==> config.mk <==
export PLATFORM = sky130hd
export DESIGN_NAME = psdl_port_strap_default_latch
export DESIGN_NICKNAME = d
export VERILOG_FILES = /design/src/psdl_pkg.sv /design/src/psdl_strap_if.sv /design/src/psdl_strap_sync.sv /design/src/psdl_port_strap_default_latch.sv
export SDC_FILE = /design/constraint.sdc
export NUM_CORES = 1
export LEC_CHECK = 0
export ABC_CLOCK_PERIOD_IN_PS = 3000
export BUFFER_PORTS_ARGS = -buffer_cell sky130_fd_sc_hd__buf_4
export CORE_AREA = 2 2 67 69
export CTS_BUF_LIST = sky130_fd_sc_hd__clkbuf_8 sky130_fd_sc_hd__clkbuf_16
export DETAILED_ROUTE_END_ITERATION = 10
export DIE_AREA = 0 0 69 71
export PLACE_DENSITY = 0.89
export SYNTH_ARGS = -nofsm -noshare
export SYNTH_HDL_FRONTEND = slang
export SYNTH_SLANG_ARGS = --single-unit
==> constraint.sdc <==
create_clock -name clk_sys -period 3 [get_ports clk_sys]
set_clock_uncertainty 0.2 [all_clocks]
set_input_delay 0.6 -clock clk_sys [delete_from_list [all_inputs] [get_ports clk_sys]]
set_output_delay 0.6 -clock clk_sys [all_outputs]
set_load 0.1 [all_outputs]
==> src/psdl_pkg.sv <==
package psdl_pkg;

    // ----------------------------------------------------------------
    // Strap vector layout
    // ----------------------------------------------------------------
    localparam int STRAP_W = 8;
    localparam int LATCH_W = 7;
    localparam int IDX_P2_SPEED = 0;
    localparam int IDX_P2_DUPLEX = 1;
    localparam int IDX_P2_BP = 2;
    localparam int IDX_P2_PAUSE = 3;
    localparam int IDX_P2_FLOWSEL = 4;
    localparam int IDX_P0_SPEED = 5;
    localparam int IDX_P0_DPX_POL = 6;
    localparam int IDX_P0_DUPLEX_PIN = 7;

    // Pins are pulled high, so idle level is one
    localparam logic [STRAP_W-1:0] STRAP_RESET = 8'hff;
    localparam logic [LATCH_W-1:0] LATCH_RESET = 7'h7f;

    // ----------------------------------------------------------------
    // Settle timing after reset release
    // ----------------------------------------------------------------
    localparam int SETTLE_W = 3;
    localparam logic [SETTLE_W-1:0] SETTLE_ZERO = 3'h0;
    localparam logic [SETTLE_W-1:0] SETTLE_ONE = 3'h1;
    localparam logic [SETTLE_W-1:0] SETTLE_LAST = 3'h4;

    // ----------------------------------------------------------------
    // Link partner base page ability
    // ----------------------------------------------------------------
    localparam int ABIL_W = 16;
    localparam logic [ABIL_W-1:0] ABIL_BASE = 16'h0001;
    localparam int ABIL_10HD_BIT = 5;

    // ----------------------------------------------------------------
    // Types
    // ----------------------------------------------------------------
    typedef enum logic [0:0] {
        PSDL_ST_SETTLE = 1'b0,
        PSDL_ST_RUN = 1'b1
    } psdl_state_t;

    typedef struct packed {
        logic rate_select_low_bit;
        logic dpx_mode_bit;
        logic p2_backpressure_enable;
        logic p2_tx_pause_enable;
        logic p2_rx_pause_enable;
        logic p2_manual_flowctl;
    } psdl_p2_cfg_t;

    localparam psdl_p2_cfg_t P2_CFG_RESET = 6'h3f;

endpackage

==> src/psdl_strap_if.sv <==
`timescale 1ns/100ps
interface psdl_strap_if;
    import psdl_pkg::*;

    logic [STRAP_W-1:0] raw;
    logic [STRAP_W-1:0] clean;

    modport sync (input raw, output clean);
    modport user (output raw, input clean);
endinterface

==> src/psdl_strap_sync.sv <==
`timescale 1ns/100ps
module psdl_strap_sync (
    input wire logic clk_sys,
    input wire logic reset_n,
    psdl_strap_if.sync strap
);
    import psdl_pkg::*;

    // ----------------------------------------------------------------
    // Three stage synchroniser per pin, change taken when the second and third stages agree
    // ----------------------------------------------------------------
    genvar gi;
    generate
        for (gi = 0; gi < STRAP_W; gi++) begin : g_bit
            logic s1_reg, s2_reg, s3_reg, clean_reg;
            logic s1_next, s2_next, s3_next, clean_next;

            always_comb begin
                s1_next = strap.raw[gi];
                s2_next = s1_reg;
                s3_next = s2_reg;
                clean_next = (s2_reg == s3_reg) ? s3_reg : clean_reg;
            end

            always_ff @(posedge clk_sys) begin
                if (!reset_n) begin
                    s1_reg <= STRAP_RESET[gi];
                    s2_reg <= STRAP_RESET[gi];
                    s3_reg <= STRAP_RESET[gi];
                    clean_reg <= STRAP_RESET[gi];
                end else begin
                    s1_reg <= s1_next;
                    s2_reg <= s2_next;
                    s3_reg <= s3_next;
                    clean_reg <= clean_next;
                end
            end

            assign strap.clean[gi] = clean_reg;
        end
    endgenerate

endmodule

==> src/psdl_port_strap_default_latch.sv <==
`timescale 1ns/100ps
// Operation
// RQ1 - Port 2 speed bit default from strap: low 10 Mbps, high 100 Mbps.
// RQ2 - Port 2 duplex bit default from strap: low half, high full duplex.
// RQ3 - Port 2 backpressure enable default follows the backpressure strap.
// RQ4 - One strap sets both port 2 pause transmit and receive enables.
// RQ5 - Manual select strap: low follows autonegotiation, high follows pause enables.
// RQ6 - Port 0 speed, polarity strap and duplex pin form partner ability.
// RQ7 - On failed virtual autonegotiation port 0 runs at strapped speed.
// RQ8 - Port 0 full duplex when duplex pin equals latched polarity strap.
// RQ9 - Straps sampled at power-on and at every reset release.
// RQ10 - EEPROM loader may replace latched defaults afterwards.
// RQ11 - Latched straps hold between resets; software writes change the bits.
module psdl_port_strap_default_latch (
    input wire logic clk_sys,
    input wire logic reset_n,
    input wire logic p2_speed_strap,
    input wire logic p2_duplex_strap,
    input wire logic p2_backpressure_strap,
    input wire logic p2_pause_strap,
    input wire logic p2_flowctl_select_strap,
    input wire logic p0_speed_strap,
    input wire logic p0_dpx_polarity_strap,
    input wire logic p0_duplex_pin,
    input wire logic eeprom_load,
    input wire psdl_pkg::psdl_p2_cfg_t eeprom_p2_cfg,
    input wire logic sw_write_phy,
    input wire logic sw_write_flowctl,
    input wire psdl_pkg::psdl_p2_cfg_t sw_p2_cfg,
    input wire logic p2_an_tx_pause,
    input wire logic p2_an_rx_pause,
    input wire logic p0_an_failed,
    input wire logic p0_an_speed_100,
    output logic straps_valid,
    output logic [psdl_pkg::LATCH_W-1:0] latched_straps,
    output psdl_pkg::psdl_p2_cfg_t p2_phy_basic_control,
    output logic p2_tx_pause_active,
    output logic p2_rx_pause_active,
    output logic [psdl_pkg::ABIL_W-1:0] virtual_partner_base_ability,
    output logic p0_speed_100,
    output logic p0_full_duplex
);
    import psdl_pkg::*;

    // ----------------------------------------------------------------
    // Pin synchronisation
    // ----------------------------------------------------------------
    psdl_strap_if strap_bus ();

    assign strap_bus.raw = {p0_duplex_pin, p0_dpx_polarity_strap, p0_speed_strap,
        p2_flowctl_select_strap, p2_pause_strap, p2_backpressure_strap,
        p2_duplex_strap, p2_speed_strap};

    psdl_strap_sync u_sync (
        .clk_sys (clk_sys),
        .reset_n (reset_n),
        .strap (strap_bus.sync)
    );

    logic [STRAP_W-1:0] pins;
    assign pins = strap_bus.clean;

    // ----------------------------------------------------------------
    // Latch sequencer and strap capture
    // ----------------------------------------------------------------
    psdl_state_t state_reg, state_next;
    logic [SETTLE_W-1:0] cnt_reg, cnt_next;
    logic [LATCH_W-1:0] strap_reg, strap_next;
    logic valid_reg, valid_next;
    logic latch_now;

    always_comb begin
        state_next = state_reg;
        cnt_next = cnt_reg;
        strap_next = strap_reg;
        valid_next = valid_reg;
        latch_now = 1'b0;
        case (state_reg)
            PSDL_ST_SETTLE: begin
                // Wait for synchronised pins to reflect the board
                if (cnt_reg == SETTLE_LAST) begin
                    latch_now = 1'b1;
                    strap_next = pins[LATCH_W-1:0]; // RQ9
                    valid_next = 1'b1;
                    state_next = PSDL_ST_RUN;
                end else begin
                    cnt_next = cnt_reg + SETTLE_ONE;
                end
            end
            PSDL_ST_RUN: begin
                strap_next = strap_reg; // RQ11
            end
            default: begin
                state_next = PSDL_ST_SETTLE;
                cnt_next = SETTLE_ZERO;
            end
        endcase
    end

    always_ff @(posedge clk_sys) begin
        if (!reset_n) begin
            state_reg <= PSDL_ST_SETTLE;
            cnt_reg <= SETTLE_ZERO;
            strap_reg <= LATCH_RESET;
            valid_reg <= 1'b0;
        end else begin
            state_reg <= state_next;
            cnt_reg <= cnt_next;
            strap_reg <= strap_next;
            valid_reg <= valid_next;
        end
    end

    // ----------------------------------------------------------------
    // Control bits and port 0 status
    // ----------------------------------------------------------------
    psdl_p2_cfg_t cfg_reg, cfg_next;
    logic txa_reg, txa_next;
    logic rxa_reg, rxa_next;
    logic [ABIL_W-1:0] abil_reg, abil_next;
    logic spd_reg, spd_next;
    logic fdx_reg, fdx_next;
    logic pin_full;

    always_comb begin
        cfg_next = cfg_reg;
        pin_full = (pins[IDX_P0_DUPLEX_PIN] == strap_reg[IDX_P0_DPX_POL]); // RQ8
        if (latch_now) begin
            cfg_next.rate_select_low_bit = pins[IDX_P2_SPEED]; // RQ1
            cfg_next.dpx_mode_bit = pins[IDX_P2_DUPLEX]; // RQ2
            cfg_next.p2_backpressure_enable = pins[IDX_P2_BP]; // RQ3
            cfg_next.p2_tx_pause_enable = pins[IDX_P2_PAUSE]; // RQ4
            cfg_next.p2_rx_pause_enable = pins[IDX_P2_PAUSE]; // RQ4
            cfg_next.p2_manual_flowctl = pins[IDX_P2_FLOWSEL]; // RQ5
        end else if (valid_reg) begin
            if (sw_write_phy) begin
                cfg_next.rate_select_low_bit = sw_p2_cfg.rate_select_low_bit; // RQ11
                cfg_next.dpx_mode_bit = sw_p2_cfg.dpx_mode_bit;
            end
            if (sw_write_flowctl) begin
                cfg_next.p2_backpressure_enable = sw_p2_cfg.p2_backpressure_enable; // RQ11
                cfg_next.p2_tx_pause_enable = sw_p2_cfg.p2_tx_pause_enable;
                cfg_next.p2_rx_pause_enable = sw_p2_cfg.p2_rx_pause_enable;
                cfg_next.p2_manual_flowctl = sw_p2_cfg.p2_manual_flowctl;
            end
            // Loader overrides a same-cycle software write
            if (eeprom_load) begin
                cfg_next = eeprom_p2_cfg; // RQ10
            end
        end
        // Pause follows autonegotiation unless manual select is set
        txa_next = cfg_reg.p2_manual_flowctl ? cfg_reg.p2_tx_pause_enable
                                             : p2_an_tx_pause; // RQ5
        rxa_next = cfg_reg.p2_manual_flowctl ? cfg_reg.p2_rx_pause_enable
                                             : p2_an_rx_pause; // RQ5
        abil_next = ABIL_BASE;
        abil_next[ABIL_10HD_BIT + {strap_reg[IDX_P0_SPEED], pin_full}] = 1'b1; // RQ6
        spd_next = p0_an_failed ? strap_reg[IDX_P0_SPEED] : p0_an_speed_100; // RQ7
        fdx_next = pin_full; // RQ8
    end

    always_ff @(posedge clk_sys) begin
        if (!reset_n) begin
            cfg_reg <= P2_CFG_RESET;
            txa_reg <= 1'b0;
            rxa_reg <= 1'b0;
            abil_reg <= ABIL_BASE;
            spd_reg <= 1'b0;
            fdx_reg <= 1'b0;
        end else begin
            cfg_reg <= cfg_next;
            txa_reg <= txa_next;
            rxa_reg <= rxa_next;
            abil_reg <= abil_next;
            spd_reg <= spd_next;
            fdx_reg <= fdx_next;
        end
    end

    assign straps_valid = valid_reg;
    assign latched_straps = strap_reg;
    assign p2_phy_basic_control = cfg_reg;
    assign p2_tx_pause_active = txa_reg;
    assign p2_rx_pause_active = rxa_reg;
    assign virtual_partner_base_ability = abil_reg;
    assign p0_speed_100 = spd_reg;
    assign p0_full_duplex = fdx_reg;
endmodule

==> flow_metrics.env, run 1 <==
export IMPL_p_leak_uw=0.00122
export IMPL_clock_sinks=62
export IMPL_rows=24
export IMPL_critPathSlowestCell="dfxtp_1"
export IMPL_synth_seq_cells=62
export IMPL_num_io_pins=63
export IMPL_setup_viol=0
export IMPL_synthArstFlopShare_pct=0
export IMPL_maxUsedRoutingLayer="met4"
export IMPL_cts_tree="done"
export IMPL_overflow=0
export IMPL_finalPower_uw=2090
export IMPL_dpl_hpwl_um=2630
export IMPL_end_kind="output pin"
export IMPL_ant_nets=0
export IMPL_dr_wl_met2_um=1940
export IMPL_worstSetupStartpointType="flip-flop"
export IMPL_max_freq_mhz=512
export IMPL_final_nets=298
export IMPL_n_antenna_cell=0
export IMPL_wl_um=3870
export IMPL_synth_top_cell_by_area="dfxtp_1"
export IMPL_clk_pin_slew_worst_paths_ps=60
export IMPL_fp_dieW_um=69
export IMPL_htree_levels=3
export IMPL_areaGrowthSynthToFinish_pct=26.3
export IMPL_grt_max_degree=52
export IMPL_tns_ps=0
export IMPL_grt_pass1_wl_um=6090
export IMPL_port_buffers=54
export IMPL_seqPwrFrac_pct=44.6
export IMPL_cp_top_family="flip-flops"
export IMPL_syn_area_mm2=0.00218
export IMPL_post_drt_wl_per_cell_um=12.0
export IMPL_cp_max_fo=10
export IMPL_vias=1522
export IMPL_ir_drop_uv=403
export IMPL_synthesis_instances=207
export IMPL_dr_pass1_iters=4
export IMPL_cp_required_ps=2200
export IMPL_yosys_warnings=0
export IMPL_switchingPower_uw=723
export IMPL_cts_hold_buffers=0
export IMPL_wl_met3_um=232
export IMPL_synth_seq_area_share_pct=57.0
export IMPL_grt_util_all_layers_pct=16.1
export IMPL_cts_buffer_depth=2
export IMPL_cp_arrival_ps=1150
export IMPL_wl_met1_um=1630
export IMPL_numCtsBuffers=9
export IMPL_drc_errors=0
export IMPL_drive_above_1_share_pct=25.8
export IMPL_p_sw_share_pct=34.6
export IMPL_critical_path_max_stage_delay_ps=480
export IMPL_root_buffer="clkbuf_8"
export IMPL_grt_pass1_vias=1422
export IMPL_status="complete, no violations"
export IMPL_p_per_area_mw_per_mm2=761
export IMPL_maxSlewViolCount=0
export IMPL_yosys_top_cells_area="dfxtp_1 57%, nand2b_1 7.5%, nor2b_1 3.4%"
export IMPL_drt_iter0_drc=57
export IMPL_finalCritPeriodShare_pct=65.1
export IMPL_hold_viol_final=0
export IMPL_rsz0062_at_grt="false"
export IMPL_fin_crit_ps=1950
export IMPL_gp_congestion=0.734
export IMPL_synth_top_area_share_pct=57.0
export IMPL_intPower_uw=1370
export IMPL_synth_avg_cell_area_um2=10.5
export IMPL_worstSetupPathType="reg2out"
export IMPL_synth_distinct_cells=31
export IMPL_initial_core_util_pct=51.8
export IMPL_cts_resized=0
export IMPL_hp_class="reg2reg"
export IMPL_antenna_found_initial=0
export IMPL_drv_cap=0
export IMPL_routed_via_density=4.71
export IMPL_design_core_area_mm2=0.00420
export IMPL_dieArea_mm2=0.00490
export IMPL_clk_latency_ps=320
export IMPL_die_height_um=71
export IMPL_combPwrFrac_pct=26.6
export IMPL_path_cells="buf_4"
export IMPL_synth_edff_count=0
export IMPL_clockPowerShare_pct=28.8
export IMPL_synth_top_flop_cell="dfxtp_1"
export IMPL_synth_common_cells="62 x dfxtp_1, 26 x nand2b_1, 12 x nor2b_1, 12 x o21ai_1"
export IMPL_synth_most_common_cell="dfxtp_1"
export IMPL_crit_buf_inv=1
export IMPL_cts_setup_buffers=0
placed cells by master (no fill, tap or decap), drive strengths merged, types with 2 or more instances in the layout:
cell,n
dfxtp,62
buf,54
nand2b,26
o21ai,21
inv,12
nor2b,12
conb,12
clkbuf,11
a21oi,10
nor2,8
nor3b,8
a31o,6
mux2i,6
a21o,5
or2b,4
xnor2,2
and2,2
nand2,2
ha,2
cell type report:
| cell class | count | area (um2) |
|---|---|---|
| Clock buffer | 11 | 151 |
| Clock inverter | 4 | 16.3 |
| Fill cell | 347 | 1460 |
| Inverter | 9 | 33.8 |
| Multi-Input combinational cell | 131 | 836 |
| Sequential cell | 62 | 1240 |
| Tap cell | 52 | 65.1 |
| Timing Repair Buffer | 54 | 405 |
worst paths after layout:
kind / start / end / slack [ps] / depth (start not counted)
setup / recovery: straps_valid$_SDFFE_PN0P_ / straps_valid / 1050 / 1
hold / removal: u_sync.g_bit[6].s1_reg$_SDFF_PN1_ / u_sync.g_bit[6].s2_reg$_SDFF_PN1_ / 210 / 1
setup reg to reg: cnt_reg[0]$_SDFFE_PN0P_ / p2_phy_basic_control[3]$_SDFFE_PN1P_ / 1410 / 5
hold reg to reg: u_sync.g_bit[6].s1_reg$_SDFF_PN1_ / u_sync.g_bit[6].s2_reg$_SDFF_PN1_ / 210 / 1
logic make-up (layout without fill, tap and decap cells):
logic type / after synthesis / in the layout / synth area share, %
compound gates: 43 / 43 / 12.0
other cells: 2 / 12 / 0.345
fa+ha+maj: 2 / 2 / 1.15
xor+xnor: 2 / 2 / 0.805
buf+inv: 24 / 78 / 6.32
simple gates: 66 / 66 / 19.7
mux: 6 / 6 / 2.76
flops: 62 / 62 / 57.0
power by group through the flow:
stage	combinational, uW	sequential [uW]	clock [uW]
after floorplan	201	1200	0
after global placement	542	947	0
after detailed placement	555	951	0
after CTS	559	932	619
after global routing	582	941	661
final	557	932	603
per-layer routing:
metal  vias up  track usage (%)
met2        42             27.8
met4         0             10.7
met1       693             16.9
li1        780                -
met5         -                0
met3         7             4.99
per-stage QoR:
stage | setup WS [ps] | hold slack (ps) | std cells | utilization [%] | cell area, um2
floorplan | 1140 | 186 | 217 | - | 2210
global placement | 1340 | 189 | 308 | 61.4 | 2580
detailed placement | 1290 | 193 | 308 | 61.4 | 2580
CTS | 1030 | 207 | 323 | 65.4 | 2750
global route | 988 | 224 | 323 | 65.4 | 2750
finish | 1050 | 205 | 323 | 65.4 | 2750
worst reg2reg max path, delay by kind of cell, from the launching register on:
kind / cells / cell delay (ps)
simple gates: 1 / 250
buf+inv: 1 / 90
compound gates: 2 / 420
fa+ha+maj: 1 / 260
flops: 1 / 320
Power figures use the tool's default switching activity.
==> run 2: changes to the inputs <==
--- a/config.mk
+++ b/config.mk
@@ -5,13 +5,13 @@
 export SDC_FILE = /design/constraint.sdc
 export NUM_CORES = 1
 export LEC_CHECK = 0
-export ABC_CLOCK_PERIOD_IN_PS = 3000
+export ABC_CLOCK_PERIOD_IN_PS = 1650
 export BUFFER_PORTS_ARGS = -buffer_cell sky130_fd_sc_hd__buf_4
-export CORE_AREA = 2 2 67 69
+export CORE_AREA = 2 2 73 75
 export CTS_BUF_LIST = sky130_fd_sc_hd__clkbuf_8 sky130_fd_sc_hd__clkbuf_16
 export DETAILED_ROUTE_END_ITERATION = 10
-export DIE_AREA = 0 0 69 71
-export PLACE_DENSITY = 0.89
+export DIE_AREA = 0 0 75 77
+export PLACE_DENSITY = 0.81
 export SYNTH_ARGS = -nofsm -noshare
 export SYNTH_HDL_FRONTEND = slang
 export SYNTH_SLANG_ARGS = --single-unit
==> constraint.sdc (replaced) <==
create_clock -name clk_sys -period 1.65 [get_ports clk_sys]
set_clock_uncertainty 0.2 [all_clocks]
set_input_delay 0.33 -clock clk_sys [delete_from_list [all_inputs] [get_ports clk_sys]]
set_output_delay 0.33 -clock clk_sys [all_outputs]
set_load 0.1 [all_outputs]
==> run 2 against run 1 <==
Net effect: setup slack got worse by 990 ps; sequential cell count did not move; critical path depth did not move; non-clock buffer count rose by 10; global-route usage fell by 2.0 points; routed wire length fell by 3.5%; critical path type unchanged; die area rose by 18%; hold slack got worse by 150 ps.
==> flow_metrics.env, run 2 (synthesis gave the netlist of run 1 again) <==
export IMPL_htree_levels=3
export IMPL_tns_ps=0
export IMPL_vias=1557
export IMPL_p_leak_uw=0.00129
export IMPL_worstSetupPathType="reg2out"
export IMPL_drive_above_1_share_pct=27.0
export IMPL_dieArea_mm2=0.00578
export IMPL_cp_top_family="flip-flops"
export IMPL_maxSlewViolCount=0
export IMPL_port_buffers=54
export IMPL_setup_viol=0
export IMPL_design_core_area_mm2=0.00498
export IMPL_hold_viol_final=0
export IMPL_grt_util_all_layers_pct=14.0
export IMPL_max_freq_mhz=627
export IMPL_worstSetupStartpointType="flip-flop"
export IMPL_clock_sinks=62
export IMPL_critical_path_max_stage_delay_ps=410
export IMPL_root_buffer="clkbuf_8"
export IMPL_hold_slack_ps=52.9
export IMPL_rsz0062_at_grt="false"
export IMPL_instances_no_fill=351
export IMPL_wl_um=3730
export IMPL_dpl_hpwl_um=2510
export IMPL_areaGrowthSynthToFinish_pct=34.9
export IMPL_die_height_um=77
export IMPL_layout_common_cells="60 x dfxtp_1, 56 x buf_4, 26 x nand2b_1"
export IMPL_status="complete, no violations"
export IMPL_ir_drop_uv=698
export IMPL_overflow=0
export IMPL_routed_via_density=4.44
export IMPL_dr_pass1_iters=4
export IMPL_cts_setup_buffers=0
export IMPL_finalCritPeriodShare_pct=96.6
export IMPL_drt_iter0_drc=47
export IMPL_fillCellCount=429
export IMPL_num_io_pins=63
export IMPL_layout_commonest_cell="dfxtp_1"
export IMPL_post_place_ws_ps=126
export IMPL_fp_dieW_um=75
export IMPL_gp_congestion=0.735
export IMPL_fin_crit_ps=1590
export IMPL_grt_pass1_vias=1449
export IMPL_numCtsBuffers=9
export IMPL_grt_pass1_wl_um=6100
export IMPL_dp_cells=328
export IMPL_final_nets=308
export IMPL_drv_cap=0
export IMPL_cp_required_ps=1120
export IMPL_hp_class="in2reg"
export IMPL_ant_nets=0
export IMPL_crit_buf_inv=1
export IMPL_cp_arrival_ps=1060
export IMPL_setup_slack_ps=55.8
export IMPL_p_per_area_mw_per_mm2=1460
export IMPL_end_kind="output pin"
export IMPL_critPathSlowestCell="dfxtp_1"
export IMPL_grt_max_degree=35
export IMPL_antenna_found_initial=0
export IMPL_path_cells="buf_4"
export IMPL_finalPower_uw=4280
export IMPL_post_drt_wl_per_cell_um=10.6
export IMPL_initial_core_util_pct=43.7
export IMPL_drc_errors=0
export IMPL_clk_pin_slew_worst_paths_ps=70
export IMPL_cp_max_fo=4
export IMPL_cts_tree="done"
export IMPL_rows=26
export IMPL_r2r_setup_slack_ps=120
export IMPL_cts_buffer_depth=2
export IMPL_clk_latency_ps=330
export IMPL_n_antenna_cell=0
[run 2: cell count changes in the layout (fill, tap and decap cells not counted), sizes merged]
cell         change
buf              +2
bufinv           +3
clkbuf           -1
dlygate4sd3      +8
inv              -2
[run 2: timing repair]
item                      4_1_cts  5_1_grt
hold endpoints to repair        8        0
hold buffers                    8        0
resized for setup               0        0
[run 2: through the flow]
stage | instance area (um2) | utilization [%]
after detailed placement | 2620 | 52.7
after global placement | 2620 | 52.7
after floorplan | 2220 | -
after CTS | 2940 | 59.0
final | 2940 | 59.0
after global routing | 2940 | 59.0
[run 2: final cells by class]
type	instances	area [um2]	area share (%)
Sequential cell	62	1240	42.3
Multi-Input combinational cell	131	836	28.4
Timing Repair Buffer	64	500	17.0
Clock buffer	10	138	4.68
Clock inverter	5	98.8	3.36
Tap cell	70	87.6	2.98
Inverter	9	33.8	1.15
[run 2: power breakdown]
group / switching (uW) / internal [uW] / leakage (uW)
combinational: 734 / 285 / 0.000655
clock: 536 / 1030 / 0.000124
sequential: 75.5 / 1620 / 0.000510
[run 2: final timing paths]
| check | startpoint | to | cells past startpoint |
|---|---|---|---|
| worst min-delay path | p2_an_tx_pause | p2_tx_pause_active$_SDFF_PN0_ | 3 |
| worst min register to register | u_sync.g_bit[3].s1_reg$_SDFF_PN1_ | u_sync.g_bit[3].s2_reg$_SDFF_PN1_ | 1 |
| worst max register to register | cnt_reg[0]$_SDFFE_PN0P_ | p2_phy_basic_control[4]$_SDFFE_PN1P_ | 5 |
| worst max-delay path | p2_phy_basic_control[0]$_SDFFE_PN1P_ | p2_phy_basic_control[0] | 1 |
[run 2: routing by layer]
metal  track usage (%)  share of wire (%)  routed length, um  vias up
met2              21.8                 48               1780       41
met5                 0                  0                  0        -
met3              4.34                6.9                257        9
met4              9.64                2.4                 88        0
met1              16.0                 43               1610      709
li1                  -                  -                  -      798
